===== src/smt_pkg.sv =====
// smt_pkg: shared constants of the speech message trigger control block.
// assumes one 125 MHz clock; all timing figures are turned into cycle counts here.
package smt_pkg;
   // clock
   localparam int unsigned CLK_PERIOD_NS = 8;
   // idle time before standby, in milliseconds (product sized to 64 bits)
   localparam longint unsigned IDLE_TIME_MS = 64'd3000;
   localparam longint unsigned IDLE_CYCLES_L = (IDLE_TIME_MS * 64'd1000000) / CLK_PERIOD_NS;
   // output sample period in nanoseconds (plain default, 8 kHz)
   localparam longint unsigned SAMPLE_PERIOD_NS = 64'd125000;
   localparam longint unsigned SAMPLE_CYCLES_L = SAMPLE_PERIOD_NS / CLK_PERIOD_NS;
   // widths
   localparam int unsigned CODE_W = 8;
   localparam int unsigned SAMPLE_W = 9;
   localparam int unsigned OFFSET_W = 6;
   localparam int unsigned TIMER_W = 32;
   // stored word: end-of-message flag above the sample
   localparam int unsigned WORD_LAST_BIT = 9;
   localparam int unsigned WORD_W = 10;
   // reset values
   localparam logic [CODE_W-1:0] CODE_RST = 8'h00;
   localparam logic [SAMPLE_W-1:0] SAMPLE_RST = 9'h100;
   // control states, gray coded along idle, armed, fetch, play, standby
   typedef enum logic [2:0] {
      SMT_IDLE = 3'b000,
      SMT_ARMED = 3'b001,
      SMT_FETCH = 3'b011,
      SMT_PLAY = 3'b010,
      SMT_STANDBY = 3'b110
   } smt_state_t;
endpackage


===== src/smt_msg_rom.sv =====
// smt_msg_rom: built-in sample store, one block of words per message code.
// assumes the caller waits one cycle for data; contents are a fixed pattern.
module smt_msg_rom
   import smt_pkg::*;
#(
   parameter int unsigned ADDR_W = CODE_W + OFFSET_W,
   parameter int unsigned MSG_LEN = 48
) (
   input wire logic clk_i,
   input wire logic rstn_i,
   input wire logic [ADDR_W-1:0] addr_i,
   output logic [WORD_W-1:0] data_o
);
   // table contents derived from the address; stands in for programmed data
   function automatic logic [WORD_W-1:0] rom_word(input logic [ADDR_W-1:0] a);
      logic last;
      logic [SAMPLE_W-1:0] s;
      last = (a[OFFSET_W-1:0] == OFFSET_W'(MSG_LEN - 1));
      s = {a[ADDR_W-1 -: CODE_W], a[0]} ^ 9'h100;
      return {last, s};
   endfunction

   wire logic [WORD_W-1:0] next_data = rom_word(addr_i);

   // registered read port
   always_ff @(posedge clk_i or negedge rstn_i) begin
      if (!rstn_i) begin
         data_o <= '0;
      end else begin
         data_o <= next_data;
      end
   end
endmodule // smt_msg_rom


===== src/smt_trigger.sv =====
// What this block does
// - latch select code at start rise, chip-selected
// - start low with select low plays message
// - qualified start in standby wakes and plays
// - busy low as soon as start accepted
// - busy high with the last sample output, not before
// - starts ignored while busy; no relatch
// - busy floats in standby, driven otherwise
// - reset aborts playback and leaves standby
// - idle over three seconds enters standby
// - select with start, or reset, wakes
// - eight-bit code picks one of 256 messages
// - samples leave as unsigned nine-bit values
//
// smt_trigger: start/busy/standby control and sample playback of the synthesizer.
// assumes inputs synchronous to CLK_I; the host ties the busy pin up while it floats.
module smt_trigger
   import smt_pkg::*;
#(
   parameter int unsigned IDLE_CYCLES = 32'(IDLE_CYCLES_L),
   parameter int unsigned SAMPLE_CYCLES = 32'(SAMPLE_CYCLES_L),
   parameter int unsigned MSG_LEN = 48
) (
   input wire logic CLK_I,
   input wire logic RSTN_I,
   input wire logic CHIP_SEL_N_I,
   input wire logic START_STROBE_N_I,
   input wire logic [CODE_W-1:0] MESSAGE_SELECT_CODE_I,
   output logic BUSY_N_O,
   output logic BUSY_N_OE_N_O,
   output logic [SAMPLE_W-1:0] SAMPLE_O,
   output logic SAMPLE_VALID_O,
   output logic STANDBY_O
);
   localparam int unsigned ADDR_W = CODE_W + OFFSET_W;

   smt_state_t state;
   smt_state_t next_state;
   logic start_n_q;
   logic [CODE_W-1:0] msg_code;
   logic [OFFSET_W-1:0] offset;
   logic [TIMER_W-1:0] idle_cnt;
   logic [TIMER_W-1:0] pace_cnt;
   logic [WORD_W-1:0] rom_q;
   logic [TIMER_W-1:0] gap_cnt;

   // input qualification
   wire logic qual_low = !START_STROBE_N_I && !CHIP_SEL_N_I;
   wire logic start_rise = START_STROBE_N_I && !start_n_q;
   wire logic activity = !CHIP_SEL_N_I || !START_STROBE_N_I;
   wire logic idle_done = (idle_cnt == TIMER_W'(IDLE_CYCLES - 1));
   wire logic pace_tick = (pace_cnt == '0);
   wire logic last_word = rom_q[WORD_LAST_BIT];
   wire logic [ADDR_W-1:0] rom_addr = {msg_code, offset};

   // sample store
   smt_msg_rom #(
      .ADDR_W(ADDR_W),
      .MSG_LEN(MSG_LEN)
   ) u_rom (
      .clk_i(CLK_I),
      .rstn_i(RSTN_I),
      .addr_i(rom_addr),
      .data_o(rom_q)
   );

   // state transitions; busy states never look at a new start
   always_comb begin
      next_state = state;
      case (state)
         SMT_IDLE: begin
            if (qual_low) begin
               next_state = SMT_ARMED;
            end else if (idle_done && !activity) begin
               next_state = SMT_STANDBY;
            end
         end
         SMT_STANDBY: begin
            if (qual_low) begin
               next_state = SMT_ARMED;
            end
         end
         SMT_ARMED: begin
            if (start_rise) begin
               next_state = SMT_FETCH;
            end
         end
         SMT_FETCH: begin
            next_state = SMT_PLAY;
         end
         SMT_PLAY: begin
            if (pace_tick && last_word) begin
               next_state = SMT_IDLE;
            end
         end
         default: begin
            next_state = SMT_IDLE;
         end
      endcase
   end

   // reset drops everything, playback and standby alike
   always_ff @(posedge CLK_I or negedge RSTN_I) begin
      if (!RSTN_I) begin
         state <= SMT_IDLE;
         start_n_q <= 1'b1;
      end else begin
         state <= next_state;
         start_n_q <= START_STROBE_N_I;
      end
   end

   // code is only taken on the rise that ends the accepted strobe
   always_ff @(posedge CLK_I or negedge RSTN_I) begin
      if (!RSTN_I) begin
         msg_code <= CODE_RST;
      end else if (state == SMT_ARMED && start_rise) begin
         msg_code <= MESSAGE_SELECT_CODE_I;
      end
   end

   // idle timer, restarted by select, start or reset
   always_ff @(posedge CLK_I or negedge RSTN_I) begin
      if (!RSTN_I) begin
         idle_cnt <= '0;
      end else if (state != SMT_IDLE || activity) begin
         idle_cnt <= '0;
      end else if (!idle_done) begin
         idle_cnt <= idle_cnt + 1'b1;
      end
   end

   // playback pacing; offset is cleared outside play so fetch always reads word 0
   always_ff @(posedge CLK_I or negedge RSTN_I) begin
      if (!RSTN_I) begin
         offset <= '0;
         pace_cnt <= '0;
         SAMPLE_O <= SAMPLE_RST;
         SAMPLE_VALID_O <= 1'b0;
      end else begin
         SAMPLE_VALID_O <= 1'b0;
         if (state != SMT_PLAY) begin
            offset <= '0;
            pace_cnt <= '0;
         end else begin
            if (pace_tick) begin
               SAMPLE_O <= rom_q[SAMPLE_W-1:0];
               SAMPLE_VALID_O <= 1'b1;
               offset <= offset + 1'b1;
               pace_cnt <= TIMER_W'(SAMPLE_CYCLES - 1);
            end else begin
               pace_cnt <= pace_cnt - 1'b1;
            end
         end
      end
   end

   // cycles since the last sample pulse; saturates so a long idle never wraps
   always_ff @(posedge CLK_I or negedge RSTN_I) begin
      if (!RSTN_I) begin
         gap_cnt <= '0;
      end else if (SAMPLE_VALID_O) begin
         gap_cnt <= '0;
      end else if (gap_cnt != '1) begin
         gap_cnt <= gap_cnt + 1'b1;
      end
   end

   // pin drive: low-true busy, floated only in standby
   assign BUSY_N_O = (state == SMT_IDLE || state == SMT_STANDBY);
   assign BUSY_N_OE_N_O = (state == SMT_STANDBY);
   assign STANDBY_O = (state == SMT_STANDBY);
endmodule // smt_trigger


===== config.mk =====
export PLATFORM = sky130hd
export DESIGN_NAME = smt_trigger
export DESIGN_NICKNAME = d
export VERILOG_FILES = /design/src/smt_pkg.sv /design/src/smt_msg_rom.sv /design/src/smt_trigger.sv
export SDC_FILE = /design/constraint.sdc
export NUM_CORES = 1
export LEC_CHECK = 0
export ABC_CLOCK_PERIOD_IN_PS = 4100
export BUFFER_PORTS_ARGS = -buffer_cell sky130_fd_sc_hd__buf_4
export CORE_UTILIZATION = 60
export CTS_CLUSTER_DIAMETER = 40
export DETAILED_ROUTE_END_ITERATION = 10
export PLACE_DENSITY = 0.9
export SLEW_MARGIN = 20
export SYNTH_ARGS = -nofsm -noshare
export SYNTH_HDL_FRONTEND = slang
export SYNTH_SLANG_ARGS = --single-unit

===== constraint.sdc =====
create_clock -name CLK_I -period 4.1 [get_ports CLK_I]
set_input_delay 0.41 -clock CLK_I [delete_from_list [all_inputs] [get_ports CLK_I]]
set_output_delay 0.41 -clock CLK_I [all_outputs]
set_load 0.02 [all_outputs]

Word-level counts from Yosys, hierarchy flattened
Cells that the tools add are included.
Cells by class
  add/sub/neg operators: 3
  equal/unequal tests: 12
  muxes and demuxes: 14
  bitwise logic cells: 2
  reduce and logical (&&, ||, !) cells: 18
Operator list (number)
  $mux W32: 4
  $add A32 B1 Y32 const B: 1
  $eq A32 B29 Y1 const B: 1
  $logic_not A32 Y1: 1
  $sub A32 B1 Y32 const B: 1
  $mux W3: 5
  $pmux W3 S5: 1
  $mux W6: 2
  $add A6 B1 Y6 const B: 1
  $eq A3 B2 Y1 const B: 2
  $eq A6 B6 Y1 const B: 1
  $logic_and A1 B1 Y1: 5
  $logic_not A1 Y1: 4
  $ne A2 B1 Y1 const B: 2
  $ne A2 B2 Y1 const B: 2
  $reduce_and A4 Y1: 1
  $eq A3 B1 Y1 const B: 1
  $eq A3 B3 Y1 const B: 1
  $logic_not A3 Y1: 1
  $logic_or A1 B1 Y1: 3
  $ne A3 B2 Y1 const B: 1
  $ne A3 B3 Y1 const B: 1
  $reduce_bool A3 Y1: 1
  $mux W1: 2
  3 further kinds: 4
Storage, ports and cells
  register bits after elaboration: 102
  input port bits: 12
  output and inout bits: 13

Longest topological paths before layout
  depth in word-level cells: 7
  depth in mapped cells: 8

Cells and area by module
A second synthesis with hierarchy kept.
Unflattened totals
  cell total of the unflattened synthesis: 454
  area, all modules: 4694.5 sq um
By module, submodules not included
  smt_trigger: instances 1, cells each 441, area an instance 4421.7 sq um
  smt_msg_rom: instances 1, cells each 13, area an instance 272.8 sq um

Least setup slack after synthesis
OpenSTA, ideal clock, no wires.
  path type: reg2reg
  start point: register pace_cnt[24]
  end point: register SAMPLE_O[0]
  arrival time: 2.181 ns
  required time: 3.975 ns
  slack: 1.794 ns
  stages on the path, launching flop included: 8
  path buffers: 2
  clock period less this slack: 2.306 ns
  cells stage by stage: dfrtp_1 -> or4_1 -> buf_6 -> nor4_4 -> nand4_2 -> nor2_1 -> buf_4 -> mux2_2
On the way
  longest elaborated chain between the ends: 2
RTL lines
  start: declaration: RTL line smt_trigger.sv:43  | logic [TIMER_W-1:0] pace_cnt;
  start signal: assignment: RTL line smt_trigger.sv:150  | pace_cnt <= TIMER_W'(SAMPLE_CYCLES - 1);
  start signal: assignment: RTL line smt_trigger.sv:152  | pace_cnt <= pace_cnt - 1'b1;
  $logic_not A32 Y1: RTL line smt_trigger.sv:52  | wire logic pace_tick = (pace_cnt == '0);
  $reduce_and A2 Y1 (no source line)
  end signal: assignment: RTL line smt_trigger.sv:147  | SAMPLE_O <= rom_q[SAMPLE_W-1:0];
  end: declaration: RTL line smt_trigger.sv:31  | output logic [SAMPLE_W-1:0] SAMPLE_O,
No other way between the ends.
A chain may end at the register's enable or synchronous reset.

Worst setup path after layout
  start point: register pace_cnt[24]
  end point: register SAMPLE_O[4]
Same word-level chain as after synthesis.

==> results.sh <==
export IMPL_die_x_um=91.3
export IMPL_peakVddDrop_mv=0.499
export IMPL_cp_depth=5
export IMPL_ioPinCount=25
export IMPL_fmax_mhz=330
export IMPL_placedCellCount=569
export IMPL_synth_xor_area_share_pct=9.88
export IMPL_die_h_um=91.3
export IMPL_grt_ovfl_total=0
export IMPL_synth_compound_area_share_pct=4.99
export IMPL_regArea_um2=2550
export IMPL_ys_seq_area_share_pct=53.4
export IMPL_cts_tree="built"
export IMPL_post_cts_buffers=0
export IMPL_cp_num_buf_inv=0
export IMPL_start_kind="flop"
export IMPL_leakage_nw=2.22
export IMPL_path_delay_family="simple AND/OR/NAND/NOR gates"
export IMPL_fin_cells=585
export IMPL_comb_power_share_pct=51.6
export IMPL_antenna_found_initial=0
export IMPL_wl_per_cell_um=16.8
export IMPL_drt_iter0_drc=260
export IMPL_synth_adder_area_share_pct=0.785
export IMPL_r2r_start="pace_cnt[24]$_DFF_PN0_"
export IMPL_power_density_nw_per_um2=850
export IMPL_synth_nets=471
export IMPL_multi_input_area_um2=2100
export IMPL_hold_class="in2async"
export IMPL_min_period_over_period_pct=73.8
export IMPL_swShare_pct=44.1
export IMPL_outcome="complete, no violations"
export IMPL_io_buffers=24
export IMPL_clk_path_buf_depth=2
export IMPL_post_synth_top_count_cell="dfrtp_1"
export IMPL_synth_top_area_share_pct=52.3
export IMPL_htreeDepth=3
export IMPL_via_per_inst=6.04
export IMPL_drive_above_1_share_pct=16.4
export IMPL_cp_arrival_ps=3300
export IMPL_grt_max_degree=67
export IMPL_insertedDiodeCount=0
export IMPL_drt_wl_total_mm=9.83
export IMPL_core_region_area_um2=7730
export IMPL_cts_made_buffers=9
export IMPL_start_util_pct=61.9
export IMPL_rows=32
export IMPL_ys_seq_elements=102
export IMPL_yosys_mux_area_fraction_pct=4.21
export IMPL_grt_pass1_vias=3676
export IMPL_crit_start="pace_cnt[24]$_DFF_PN0_"
export IMPL_worstPathCellList="or4_1, nor4_4, nand4_2, nor2_1, mux2_2"
export IMPL_crit_fanout=11
export IMPL_setup_viol=0
export IMPL_rr_worst_depth=5
export IMPL_clkPwrFrac_pct=14.3
export IMPL_switchingPower_mw=1.97
export IMPL_place_congestion=0.854
export IMPL_drv_slew=0
export IMPL_nets=493
export IMPL_endpoint_kind="flop"
export IMPL_syn_cell_area_um2=4780
export IMPL_ff2ff_setup_slack_ps=1070
export IMPL_synth_area_per_cell_um2=10.5
export IMPL_setup_tns_ps=0
export IMPL_maxCapViolations=0
export IMPL_synth_area_leaders="dfrtp_1 (52%), nor2_1 (5.7%), xnor2_1 (5.7%)"
export IMPL_cts_resized_gates=0
export IMPL_slew_headroom_pct=42.0
export IMPL_synth_edf_count=0
export IMPL_grtUsageTotal_pct=26.4
export IMPL_syn_inst=456
export IMPL_cts_sinks=102
export IMPL_max_stage_delay_ps=720
export IMPL_ys_types=47
export IMPL_fin_skew_ps=19.4
export IMPL_ant_nets=0
export IMPL_crit_slowest_cell="nor2_1"
export IMPL_ys_top_cells_by_count="dfrtp_1 (100), nor2_1 (73), xnor2_1 (31)"
export IMPL_fin_crit_ps=3030
export IMPL_hold_slack_ps=105
export IMPL_finalPower_mw=4.46
export IMPL_synth_top_area_cell="dfrtp_1"
export IMPL_r2r_end="SAMPLE_O[4]$_DFFE_PN0P_"
export IMPL_first_pass_iters=4
export IMPL_p_int_mw=2.49
export IMPL_route_vias_total=3533
export IMPL_ys_warn_count=0
export IMPL_area_growth_pct=9.57
export IMPL_synth_top_family_by_area="simple AND/OR/NAND/NOR gates"
export IMPL_cp_required_ps=4370
export IMPL_drc=0
export IMPL_n_fill_cell=529
export IMPL_synthFlopType="dfrtp_1"
export IMPL_worst_pin_slew_ps=866
export IMPL_worstSetupPathType="reg2reg"
export IMPL_crit_path_end="SAMPLE_O[4]$_DFFE_PN0P_"
export IMPL_synthArstFlopShare_pct=100
export IMPL_rsz0062_at_grt="false"
export IMPL_dpl_hpwl_mm=6.50
export IMPL_yosys_area_share_simple_pct=24.0
export IMPL_p_seq_share_pct=34.1
export IMPL_hold_viol=0
export IMPL_postCtsHoldBufs=0
export IMPL_path_clk_slew_ps=120
export IMPL_die_area_um2=8340
export IMPL_clock_latency_ps=380
export IMPL_cts_root_buf="clkbuf_8"
export IMPL_grt_pass1_wl_mm=17.3
[cells by family after synthesis]
group,after synthesis
AND/OR/NAND/NOR,209
flip-flops,102
XOR/XNOR,54
AO/OA/AOI/OAI,40
buffers and inverters,30
multiplexers,18
adder cells (fa/ha/maj),3
[metrics by stage]
stage | util, % | worst slack (ps) | instance area (um^2)
floorplan | - | 1790 | 4780
global placement | 65.2 | 1310 | 5040
detailed placement | 65.2 | 1170 | 5040
CTS | 67.8 | 1110 | 5240
global route | 67.8 | 938 | 5240
finish | 67.8 | 1070 | 5240
[layout make-up]
cell class | count | share of cell area (%)
timing repair buffer | 28 | 4.01
clock buffer | 9 | 2.36
multi-input combinational | 324 | 40.1
clock inverter | 7 | 1.41
inverter | 13 | 0.931
sequential | 102 | 48.7
tap | 102 | 2.43
[worst reg2reg max path, delay by kind of cell (launching register included)]
family | cells | cell delay [ps]
flip-flops | 1 | 420
multiplexers | 1 | 450
AND/OR/NAND/NOR | 4 | 2060
[power groups by stage]
stage | combinational, mW | clock [mW] | sequential (mW)
after CTS | 2.28 | 0.639 | 1.52
final | 2.30 | 0.635 | 1.52
after global placement | 2.15 | 0 | 1.51
after global routing | 2.51 | 0.681 | 1.56
after detailed placement | 2.24 | 0 | 1.54
after floorplan | 1.76 | 0 | 1.52
[per-layer routing]
metal / vias up / track usage, % / part of all wire [%]
met5: - / 0 / 0
met3: 24 / 3.69 / 4.0
met4: 0 / 12.2 / 2.4
met2: 99 / 45.3 / 52
met1: 1776 / 33.2 / 42
li1: 1634 / - / -
[registers in the layout, summed over array words and instances (netlist names)]
signal	count
idle_cnt	32
pace_cnt	32
u_rom.data_o	10
SAMPLE_O	9
msg_code	8
offset	6
state	3
SAMPLE_VALID_O	1
start_n_q	1
[placed cells by master (no fill, tap or decap), drive strengths merged]
cell and n:
and3 2, nand4 14, o2111ai 1, clkbuf 9
mux2i 1, o211ai 4, xor2 23, clkinv 3
or4b 1, or2 2, a31oi 1, ha 3
nor3 17, and4 6, or3 13, buf 28
nand2b 2, o31ai 4, nor2 73, inv 17
a21oi 15, a2bb2o 1, nor4 16, nand3b 1
dfstp 2, nor4b 3, or4 10, and2 1
mux2 17, o31a 1, nor3b 4, nand2 25
o21ba 1, nand3 17, o21ai 12, nand4b 1
and4b 1, dfrtp 100, xnor2 31
[worst min-delay path by stage]
stage | startpoint | end
2_1_floorplan | RSTN_I | SAMPLE_O[0]$_DFFE_PN0P_
6_report | RSTN_I | idle_cnt[22]$_DFFE_PN0P_
4_1_cts | RSTN_I | SAMPLE_O[0]$_DFFE_PN0P_
5_1_grt | START_STROBE_N_I | start_n_q$_DFF_PN1_
3_3_place_gp | msg_code[3]$_DFFE_PN0P_ | u_rom.data_o[4]$_DFF_PN0_
3_5_place_dp | msg_code[0]$_DFFE_PN0P_ | u_rom.data_o[1]$_DFF_PN0_
Note: power is estimated with default switching activity, not from simulation.
